## src/rtl/adc_ctl_pkg.sv

```systemverilog
// What this block does
// Mux routes one of 24 channels.
// Completion stores result, then flag or interrupt.
// Selected pin forced input; others stay port-controlled.
// Port writes cannot drive the selected pin.
// Port read of selected pin returns zero.
// Full scale 3FF, zero 000, linear.
// Status register write starts a conversion.
// Conversion takes 16 to 17 converter clocks.
// Software sets converter clock near 1 MHz.
// Continuous mode overwrites results until cleared.
// Completion flag stays until result read.
// Single mode: one conversion per write.
// Software discards result if restarted mid-conversion.
// Four result formats chosen by format bits.
// Left mode splits 8/2; high read locks storing.
// Right mode splits 2/8.
// Signed left mode inverts result msb.
// Truncation keeps top eight bits, no interlock.
// Interrupt enabled: interrupt, flag unused.
// Wait mode keeps running; interrupt can wake.
// Stop aborts; resume with one stabilizing conversion.
// All-ones channel powers off; stabilize after.
// Result read or status write clears interrupt.
// High read freezes low until low read.
package adc_ctl_pkg;
  // Register indices on the two-bit address port.
  localparam logic [1:0] ADDR_STATUS = 2'h0;
  localparam logic [1:0] ADDR_RES_HI = 2'h1;
  localparam logic [1:0] ADDR_RES_LO = 2'h2;
  localparam logic [1:0] ADDR_CLOCK = 2'h3;
  // Field positions.
  localparam int SC_COMPLETION_FLAG = 7;
  localparam int SC_IRQ_ENABLE = 6;
  localparam int SC_CONTINUOUS_ENABLE = 5;
  localparam int CK_PRESC_LSB = 5;
  localparam int CK_CLKSEL = 4;
  localparam int CK_FMT_LSB = 2;
  // Result formats.
  localparam logic [1:0] FMT_LEFT = 2'h0;
  localparam logic [1:0] FMT_RIGHT = 2'h1;
  localparam logic [1:0] FMT_SIGNED = 2'h2;
  localparam logic [1:0] FMT_TRUNC = 2'h3;
  // Values after reset and fixed codes.
  localparam logic [4:0] CH_OFF = 5'h1F;
  localparam logic [2:0] RST_PRESC = 3'h0;
  localparam logic RST_CLKSEL = 1'b0;
  localparam logic [1:0] RST_FMT = FMT_LEFT;
  // Index of the last converter clock of a conversion (17 ticks, 16 to 17 periods).
  localparam logic [4:0] CONV_LAST = 5'h10;
  localparam logic [3:0] SAR_TOP = 4'h9;
  localparam logic [3:0] SAR_STEPS = 4'hA;
  // Conversion states.
  typedef enum logic [2:0] {
    ST_IDLE = 3'b001,
    ST_STAB = 3'b010,
    ST_CONV = 3'b100
  } conv_state_e;
endpackage : adc_ctl_pkg

```

## src/rtl/adc_conversion_control.sv

```systemverilog
`timescale 1ns/10ps
`default_nettype none
module adc_conversion_control #(
  parameter int NUM_CH = 24
) (
  // Clock and reset.
  input wire logic i_clk,
  input wire logic i_nrst,
  // Register port.
  input wire logic [1:0] i_addr,
  input wire logic [7:0] i_wdata,
  input wire logic i_wr,
  input wire logic i_rd,
  output logic [7:0] o_rdata,
  // Converter core.
  input wire logic i_osc_tick,
  input wire logic i_cmp,
  output logic [9:0] o_dac,
  output logic [4:0] o_mux_sel,
  output logic o_powered,
  // Low-power and interrupt.
  input wire logic i_stop,
  output logic o_irq,
  // Shared port pins.
  input wire logic [NUM_CH-1:0] i_port_dir,
  input wire logic [NUM_CH-1:0] i_port_out,
  input wire logic [NUM_CH-1:0] i_pin_in,
  output logic [NUM_CH-1:0] o_pin_oe,
  output logic [NUM_CH-1:0] o_pin_out,
  output logic [NUM_CH-1:0] o_port_rd
);

  typedef struct packed {
    adc_ctl_pkg::conv_state_e state;
    logic [3:0] div;
    logic [4:0] cyc;
    logic [3:0] bidx;
    logic [9:0] dac;
    logic [7:0] res_hi;
    logic [7:0] res_lo;
    logic completion_flag;
    logic irqp;
    logic irq_enable;
    logic continuous_enable;
    logic [4:0] ch;
    logic [2:0] presc;
    logic clksel;
    logic [1:0] fmt;
    logic lock;
    logic stab;
    logic resume;
    logic stop;
    logic [7:0] rdata;
    logic [NUM_CH-1:0] pin_oe;
    logic [NUM_CH-1:0] pin_out;
    logic [NUM_CH-1:0] port_rd;
  } ctl_s;

  ctl_s s_q;
  ctl_s s_d;
  logic tick;
  logic done;
  logic [3:0] lim;
  logic interlock;
  logic start;
  logic [NUM_CH-1:0] sel_c;

  // Places the raw 10-bit code into the high and low result registers.
  function automatic logic [15:0] pack_res(input logic [1:0] fmt, input logic [9:0] r);
    logic [15:0] v;
    v = '0;
    case (fmt)
      adc_ctl_pkg::FMT_LEFT: v = {r[9:2], r[1:0], 6'h00};
      adc_ctl_pkg::FMT_RIGHT: v = {6'h00, r[9:8], r[7:0]};
      adc_ctl_pkg::FMT_SIGNED: v = {~r[9], r[8:2], r[1:0], 6'h00};
      adc_ctl_pkg::FMT_TRUNC: v = {8'h00, r[9:2]};
      default: v = '0;
    endcase
    return v;
  endfunction : pack_res

  // One decode per shared pin; the powered-off code selects no pin.
  generate
    for (genvar g = 0; g < NUM_CH; g++)
    begin : g_sel
      assign sel_c[g] = (s_q.ch == 5'(g));
    end
  endgenerate

  // Next state of the whole block.
  always_comb
  begin
    s_d = s_q;
    s_d.rdata = 8'h00;
    tick = 1'b0;
    start = 1'b0;
    interlock = (s_q.fmt != adc_ctl_pkg::FMT_TRUNC);
    lim = s_q.presc[2] ? 4'hF : 4'((4'h1 << s_q.presc[1:0]) - 4'h1);

    // Prescaler runs only while converting, so each start sees a fresh phase.
    if (s_q.state != adc_ctl_pkg::ST_IDLE && (s_q.clksel || i_osc_tick))
    begin
      if (s_q.div == lim)
      begin
        s_d.div = 4'h0;
        tick = 1'b1;
      end
      else
      begin
        s_d.div = s_q.div + 4'h1;
      end
    end
    done = tick && (s_q.cyc == adc_ctl_pkg::CONV_LAST);

    // Successive approximation: trial bit set, kept if the comparator says so.
    if (tick)
    begin
      s_d.cyc = s_q.cyc + 5'h01;
      if (s_q.cyc == 5'h00)
      begin
        s_d.dac = 10'h200;
        s_d.bidx = adc_ctl_pkg::SAR_TOP;
      end
      else if (s_q.cyc <= 5'(adc_ctl_pkg::SAR_STEPS))
      begin
        if (!i_cmp)
          s_d.dac[s_q.bidx] = 1'b0;
        if (s_q.bidx != 4'h0)
        begin
          s_d.dac[s_q.bidx - 4'h1] = 1'b1;
          s_d.bidx = s_q.bidx - 4'h1;
        end
      end
    end

    // Register reads; flag clears come first so a same-cycle set wins.
    if (i_rd)
    begin
      case (i_addr)
        adc_ctl_pkg::ADDR_STATUS:
          s_d.rdata = {s_q.completion_flag & ~s_q.irq_enable, s_q.irq_enable, s_q.continuous_enable, s_q.ch};
        adc_ctl_pkg::ADDR_RES_HI:
        begin
          s_d.rdata = s_q.res_hi;
          s_d.lock = interlock;
          s_d.completion_flag = 1'b0;
          s_d.irqp = 1'b0;
        end
        adc_ctl_pkg::ADDR_RES_LO:
        begin
          s_d.rdata = s_q.res_lo;
          s_d.lock = 1'b0;
          s_d.completion_flag = 1'b0;
          s_d.irqp = 1'b0;
        end
        adc_ctl_pkg::ADDR_CLOCK:
          s_d.rdata = {s_q.presc, s_q.clksel, s_q.fmt, 2'b00};
        default: s_d.rdata = 8'h00;
      endcase
    end

    // Register writes; the completion bit position is not writable.
    if (i_wr)
    begin
      case (i_addr)
        adc_ctl_pkg::ADDR_STATUS:
        begin
          s_d.irq_enable = i_wdata[adc_ctl_pkg::SC_IRQ_ENABLE];
          s_d.continuous_enable = i_wdata[adc_ctl_pkg::SC_CONTINUOUS_ENABLE];
          s_d.ch = i_wdata[4:0];
          s_d.irqp = 1'b0;
          start = 1'b1;
        end
        adc_ctl_pkg::ADDR_CLOCK:
        begin
          s_d.presc = i_wdata[adc_ctl_pkg::CK_PRESC_LSB +: 3];
          s_d.clksel = i_wdata[adc_ctl_pkg::CK_CLKSEL];
          s_d.fmt = i_wdata[adc_ctl_pkg::CK_FMT_LSB +: 2];
        end
        default: s_d.fmt = s_d.fmt;
      endcase
    end

    // End of a conversion or of the stabilizing dummy conversion.
    if (done)
    begin
      s_d.cyc = 5'h00;
      if (s_q.state == adc_ctl_pkg::ST_STAB)
      begin
        s_d.state = adc_ctl_pkg::ST_CONV;
        s_d.stab = 1'b0;
      end
      else
      begin
        // A pending high/low read pair blocks storing in interlocked formats.
        if (!(s_q.lock && interlock))
          {s_d.res_hi, s_d.res_lo} = pack_res(s_q.fmt, s_q.dac);
        if (s_q.irq_enable)
          s_d.irqp = 1'b1;
        else
          s_d.completion_flag = 1'b1;
        if (!s_q.continuous_enable)
          s_d.state = adc_ctl_pkg::ST_IDLE;
      end
    end

    // A status write restarts; results of an interrupted conversion are lost.
    if (start)
    begin
      s_d.cyc = 5'h00;
      s_d.div = 4'h0;
      if (i_wdata[4:0] == adc_ctl_pkg::CH_OFF)
      begin
        s_d.state = adc_ctl_pkg::ST_IDLE;
        s_d.stab = 1'b1;
      end
      else if (s_q.stab)
        s_d.state = adc_ctl_pkg::ST_STAB;
      else
        s_d.state = adc_ctl_pkg::ST_CONV;
    end

    // Stop halts the conversion; on exit the interrupted work resumes after a dummy.
    s_d.stop = i_stop;
    if (i_stop)
    begin
      if (s_d.state != adc_ctl_pkg::ST_IDLE || s_q.resume)
        s_d.resume = s_d.ch != adc_ctl_pkg::CH_OFF;
      s_d.state = adc_ctl_pkg::ST_IDLE;
      s_d.stab = 1'b1;
      s_d.cyc = 5'h00;
    end
    else if (s_q.stop && s_q.resume)
    begin
      s_d.resume = 1'b0;
      s_d.cyc = 5'h00;
      s_d.div = 4'h0;
      s_d.state = adc_ctl_pkg::ST_STAB;
    end

    // Pin takeover, registered so every pin output comes from a flip-flop.
    s_d.pin_oe = i_port_dir & ~sel_c;
    s_d.pin_out = i_port_out;
    s_d.port_rd = i_pin_in & ~sel_c;
  end

  // Single state register.
  always_ff @(posedge i_clk or negedge i_nrst)
  begin
    if (!i_nrst)
    begin
      s_q <= '0;
      s_q.state <= adc_ctl_pkg::ST_IDLE;
      s_q.ch <= adc_ctl_pkg::CH_OFF;
      s_q.presc <= adc_ctl_pkg::RST_PRESC;
      s_q.clksel <= adc_ctl_pkg::RST_CLKSEL;
      s_q.fmt <= adc_ctl_pkg::RST_FMT;
      s_q.stab <= 1'b1;
    end
    else
    begin
      s_q <= s_d;
    end
  end

  // Outputs; the interrupt keeps working in wait mode so it can wake the core.
  assign o_rdata = s_q.rdata;
  assign o_dac = s_q.dac;
  assign o_mux_sel = s_q.ch;
  assign o_powered = (s_q.ch != adc_ctl_pkg::CH_OFF) && !s_q.stop;
  assign o_irq = s_q.irqp;
  assign o_pin_oe = s_q.pin_oe;
  assign o_pin_out = s_q.pin_out;
  assign o_port_rd = s_q.port_rd;
endmodule : adc_conversion_control
`default_nettype wire

```

## config.mk

```make
export PLATFORM = sky130hd
export DESIGN_NAME = adc_conversion_control
export DESIGN_NICKNAME = d
export VERILOG_FILES = /design/src/rtl/adc_ctl_pkg.sv /design/src/rtl/adc_conversion_control.sv
export SDC_FILE = /design/constraint.sdc
export NUM_CORES = 1
export LEC_CHECK = 0
export BUFFER_PORTS_ARGS = -buffer_cell sky130_fd_sc_hd__buf_2
export CORE_ASPECT_RATIO = 0.9
export CORE_MARGIN = 5
export CORE_UTILIZATION = 39
export CTS_CLUSTER_SIZE = 16
export DETAILED_ROUTE_END_ITERATION = 6
export PLACE_DENSITY_LB_ADDON = 0.3
export SLEW_MARGIN = 25
export SYNTH_ARGS = -nofsm -noshare
export SYNTH_HDL_FRONTEND = slang
export SYNTH_SLANG_ARGS = --single-unit
```

## constraint.sdc

```tcl
create_clock -name i_clk -period 5.35 [get_ports i_clk]
set_input_delay 1.07 -clock i_clk [delete_from_list [all_inputs] [get_ports i_clk]]
set_output_delay 1.07 -clock i_clk [all_outputs]
set_load 0.03 [all_outputs]
```

==> reports/qor.csv <==
stage,metric,value,unit
run_status,status,"complete, no violations",
logic_synthesis,synth_enable_flop_cells,0,
cts,cts.reportedPaths.clkPinSlew,0.06,ns
job,max_cap_viol_count,0,
logic_synthesis,syn-num-nets,718,
logic_synthesis,netlist_instances,621,
logic_synthesis,synth-seq-area-share,52.9,%
placed_design,total_placed_cells_including_tap_cells,898,
route,first_pass_iters,5,
power_and_ir_drop,totalPowerFinal,2.96,mW
die,ioPinCount,186,
die,num_rows,45,
sta,layout_setup_ws,2.31,ns
logic_synthesis,ys.flop_type,dfrtp_1,
logic_synthesis,synth.distinct_cells,55,
worst_setup_path,startpoint,i_osc_tick,
logic_synthesis,combinational_family_with_the_most_area_after_synthesis,simple AND/OR/NAND/NOR gates,
worst_setup_path,required,5.65,ns
placed_design,gpl.final_weighted_congestion,0.806,
power_and_ir_drop,power.density,385,nW/um^2
cts,ctsResizeCount,0,
route,drc,0,
cts,clkSinkCount,141,
worst_setup_path,setup.worst_path.end_class,register,
worst_setup_path,r2r_depth,7,
logic_synthesis,total_of_flip_flops_plus_latches_after_synthesis,141,
grt,grt_util_all_layers,16.1,%
sta,fmaxAchievable,328,MHz
placed_design,placedInstanceArea,7070,sq um
sta,finalCritPeriodShare,56.9,%
cts,cts-root-buf,clkbuf_16,
power_and_ir_drop,peakVddDrop,0.000232,V
sta,setup_viol,0,
min_path,min-delay-path-class,register to register,
worst_setup_path,crit-reg2reg-launch,s_q[129]$_DFFE_PN0P_,
grt,grt_start_max_net_pins,107,
sta,period_minus_slack,3.04,ns
logic_synthesis,post_synth_most_frequent_cells,"134 x dfrtp_1, 95 x buf_4, 65 x nand2_1",
logic_synthesis,synthMostInstantiatedCell,dfrtp_1,
route,avgRoutedWirePerCell,17.2,um
route,drt_total_wl,16.0,mm
sta,worst_pin_slew,0.866,ns
worst_setup_path,worstPathMaxFanout,32,
cells_and_area,final_design_area_no_fill,7700,sq um
die,initial_core_util,39.7,%
sta,unrepaired_setup_endpoints_after_global_routing,false,
logic_synthesis,synthDominantAreaCellType,dfrtp_1,
power_and_ir_drop,leakage,3.67,nW
cells_and_area,final_nets,804,
worst_setup_path,critPathArrivalTime,3.35,ns
placed_design,buffer_ports.inserted,185,
route,vias_per_cell,5.05,
min_path,hold_start,s_q[98]$_DFF_PN0_,
sta,finalHoldWorstSlack,0.495,ns
worst_setup_path,regToRegSetupSlack,2.38,ns
logic_synthesis,syn_avg_cell_area,10.8,sq um
logic_synthesis,synth-compound-area-share,10.1,%
grt,grt_pass1_wl,25.2,mm
logic_synthesis,ys.warnings.count,0,
cts,clkLatencyLatePin,0.42,ns
cts,cts-buffers-inserted,17,
logic_synthesis,xor_xnor_portion_of_the_synthesized_cell_area,0.524,%
sta,fin_skew,0.00650,ns
route,initialDrtViolationCount,331,
logic_synthesis,area_share_of_and_or_nand_nor_cells_after_synthesis,17.1,%
sta,drv_slew,0,
grt,grt_antenna_before_repair,0,
placed_design,sum_of_net_half_perimeters_after_detailed_placement,11.8,mm
cells_and_area,final_core_utilization,45.7,%
cts,postCtsHoldBufs,0,
min_path,holdPathStages,2,
cells_and_area,n_antenna_cell,0,
die,die_w,148,um
worst_setup_path,crit_path_launch_type,input port,
logic_synthesis,mappedNetlistArea,6680,sq um
grt,vias_in_the_first_global_route,4797,
cts,cts-root-to-sink-buffers,2,
route,final_antenna_net_count,0,
worst_setup_path,setup.worst_path.class,input port to register,
cts,post-cts-setup-buffer-count,0,
sta,tns,0,ns
logic_synthesis,async_reset_ff_share,100,%
placed_design,dp_worst_setup_slack,1.69,ns
sta,timing_hold_violations_final,0,
route,dr_total_vias,4700,
sta,maxSlewHeadroom,42.0,%
cells_and_area,final_cell_count_no_fill,931,
cts,tritoncts,built,
logic_synthesis,yosys-mux-area-fraction,5.05,%
die,core_area,16800,sq um
logic_synthesis,yosys-top-cells-area,"dfrtp_1 50%, buf_4 11%, and2_1 4.3%",
logic_synthesis,netlist.area_leader.share,50.2,%
grt,grt_overflow_total,0,
cells_and_area,area.growth.synth_to_final,15.2,%
cts,cts_h_tree_lvls,4,
die,die-height,134,um
logic_synthesis,synth_fa_ha_area_share,1.50,%
die,floorplan.die_area,19900,sq um
cells_and_area,drive_above_1_share,35.7,%
[logic make-up after synthesis]
group	count (synthesis)
flip-flops	141
XOR/XNOR	4
AND/OR/NAND/NOR	219
multiplexers	31
adder cells (fa/ha/maj)	8
buffers and inverters	131
AO/OA/AOI/OAI	87
[cells in the final DEF (no fill, tap or decap), types with 11 or more instances in the layout]
cell type  netlist  layout
buf_2            3     184
mux2_2          21      21
o31ai_1         14      14
clkbuf_16        0      17
o21ai_0         18      18
nor2_1          31      31
nand2_1         65      65
a21oi_1         12      12
dfrtp_1        134     134
inv_1           11      11
nor2b_1         27      27
and2_1          46      46
[power by group]
part | switching [mW] | leakage [nW] | internal [mW] | total (mW)
clock network | 0.495 | 0.296 | 0.719 | 1.21
logic | 0.304 | 1.62 | 0.172 | 0.476
registers | 0.111 | 1.75 | 1.16 | 1.27
total | 0.911 | 3.67 | 2.05 | 2.96
[sequential cells by signal (all words and copies together), names as in the netlist]
register   cells
s_q           45
o_rdata        8
o_pin_oe      24
o_irq          1
o_pin_out     24
o_dac         10
o_port_rd     24
o_mux_sel      5
[cell type report]
| cell class | count | area (sq um) |
|---|---|---|
| Clock inverter | 14 | 173 |
| Timing Repair Buffer | 187 | 950 |
| Clock buffer | 18 | 439 |
| Sequential cell | 141 | 3540 |
| Multi-Input combinational cell | 349 | 2290 |
| Inverter | 11 | 41.3 |
| Tap cell | 211 | 264 |
| Fill cell | 1575 | 9140 |
[layer usage]
metal  global-route usage, %  vias up  wire [um]
met2                    27.3      153       8070
met3                    4.97       16        993
met4                    4.67        0        194
met5                       0        -          0
met1                    19.9     2332       6730
li1                        -     2199          -
[critical path, cell delays in order]
cell	delay, ns
buf_2	0.08
nor2_1	0.05
a21oi_1	0.51
o211ai_4	0.44
a2111oi_4	0.53
buf_4	0.30
mux2_2	0.36
[final timing paths]
kind,end
worst max-delay path,s_q[100]$_DFFE_PN0P_
worst min-delay path,s_q[98]$_DFF_PN0_
worst max register to register,s_q[100]$_DFFE_PN0P_
worst min register to register,s_q[98]$_DFF_PN0_
max in group asynchronous,s_q[138]$_DFF_PN1_
min in group asynchronous,o_port_rd[20]$_DFF_PN0_
Power figures use the tool's default switching activity.
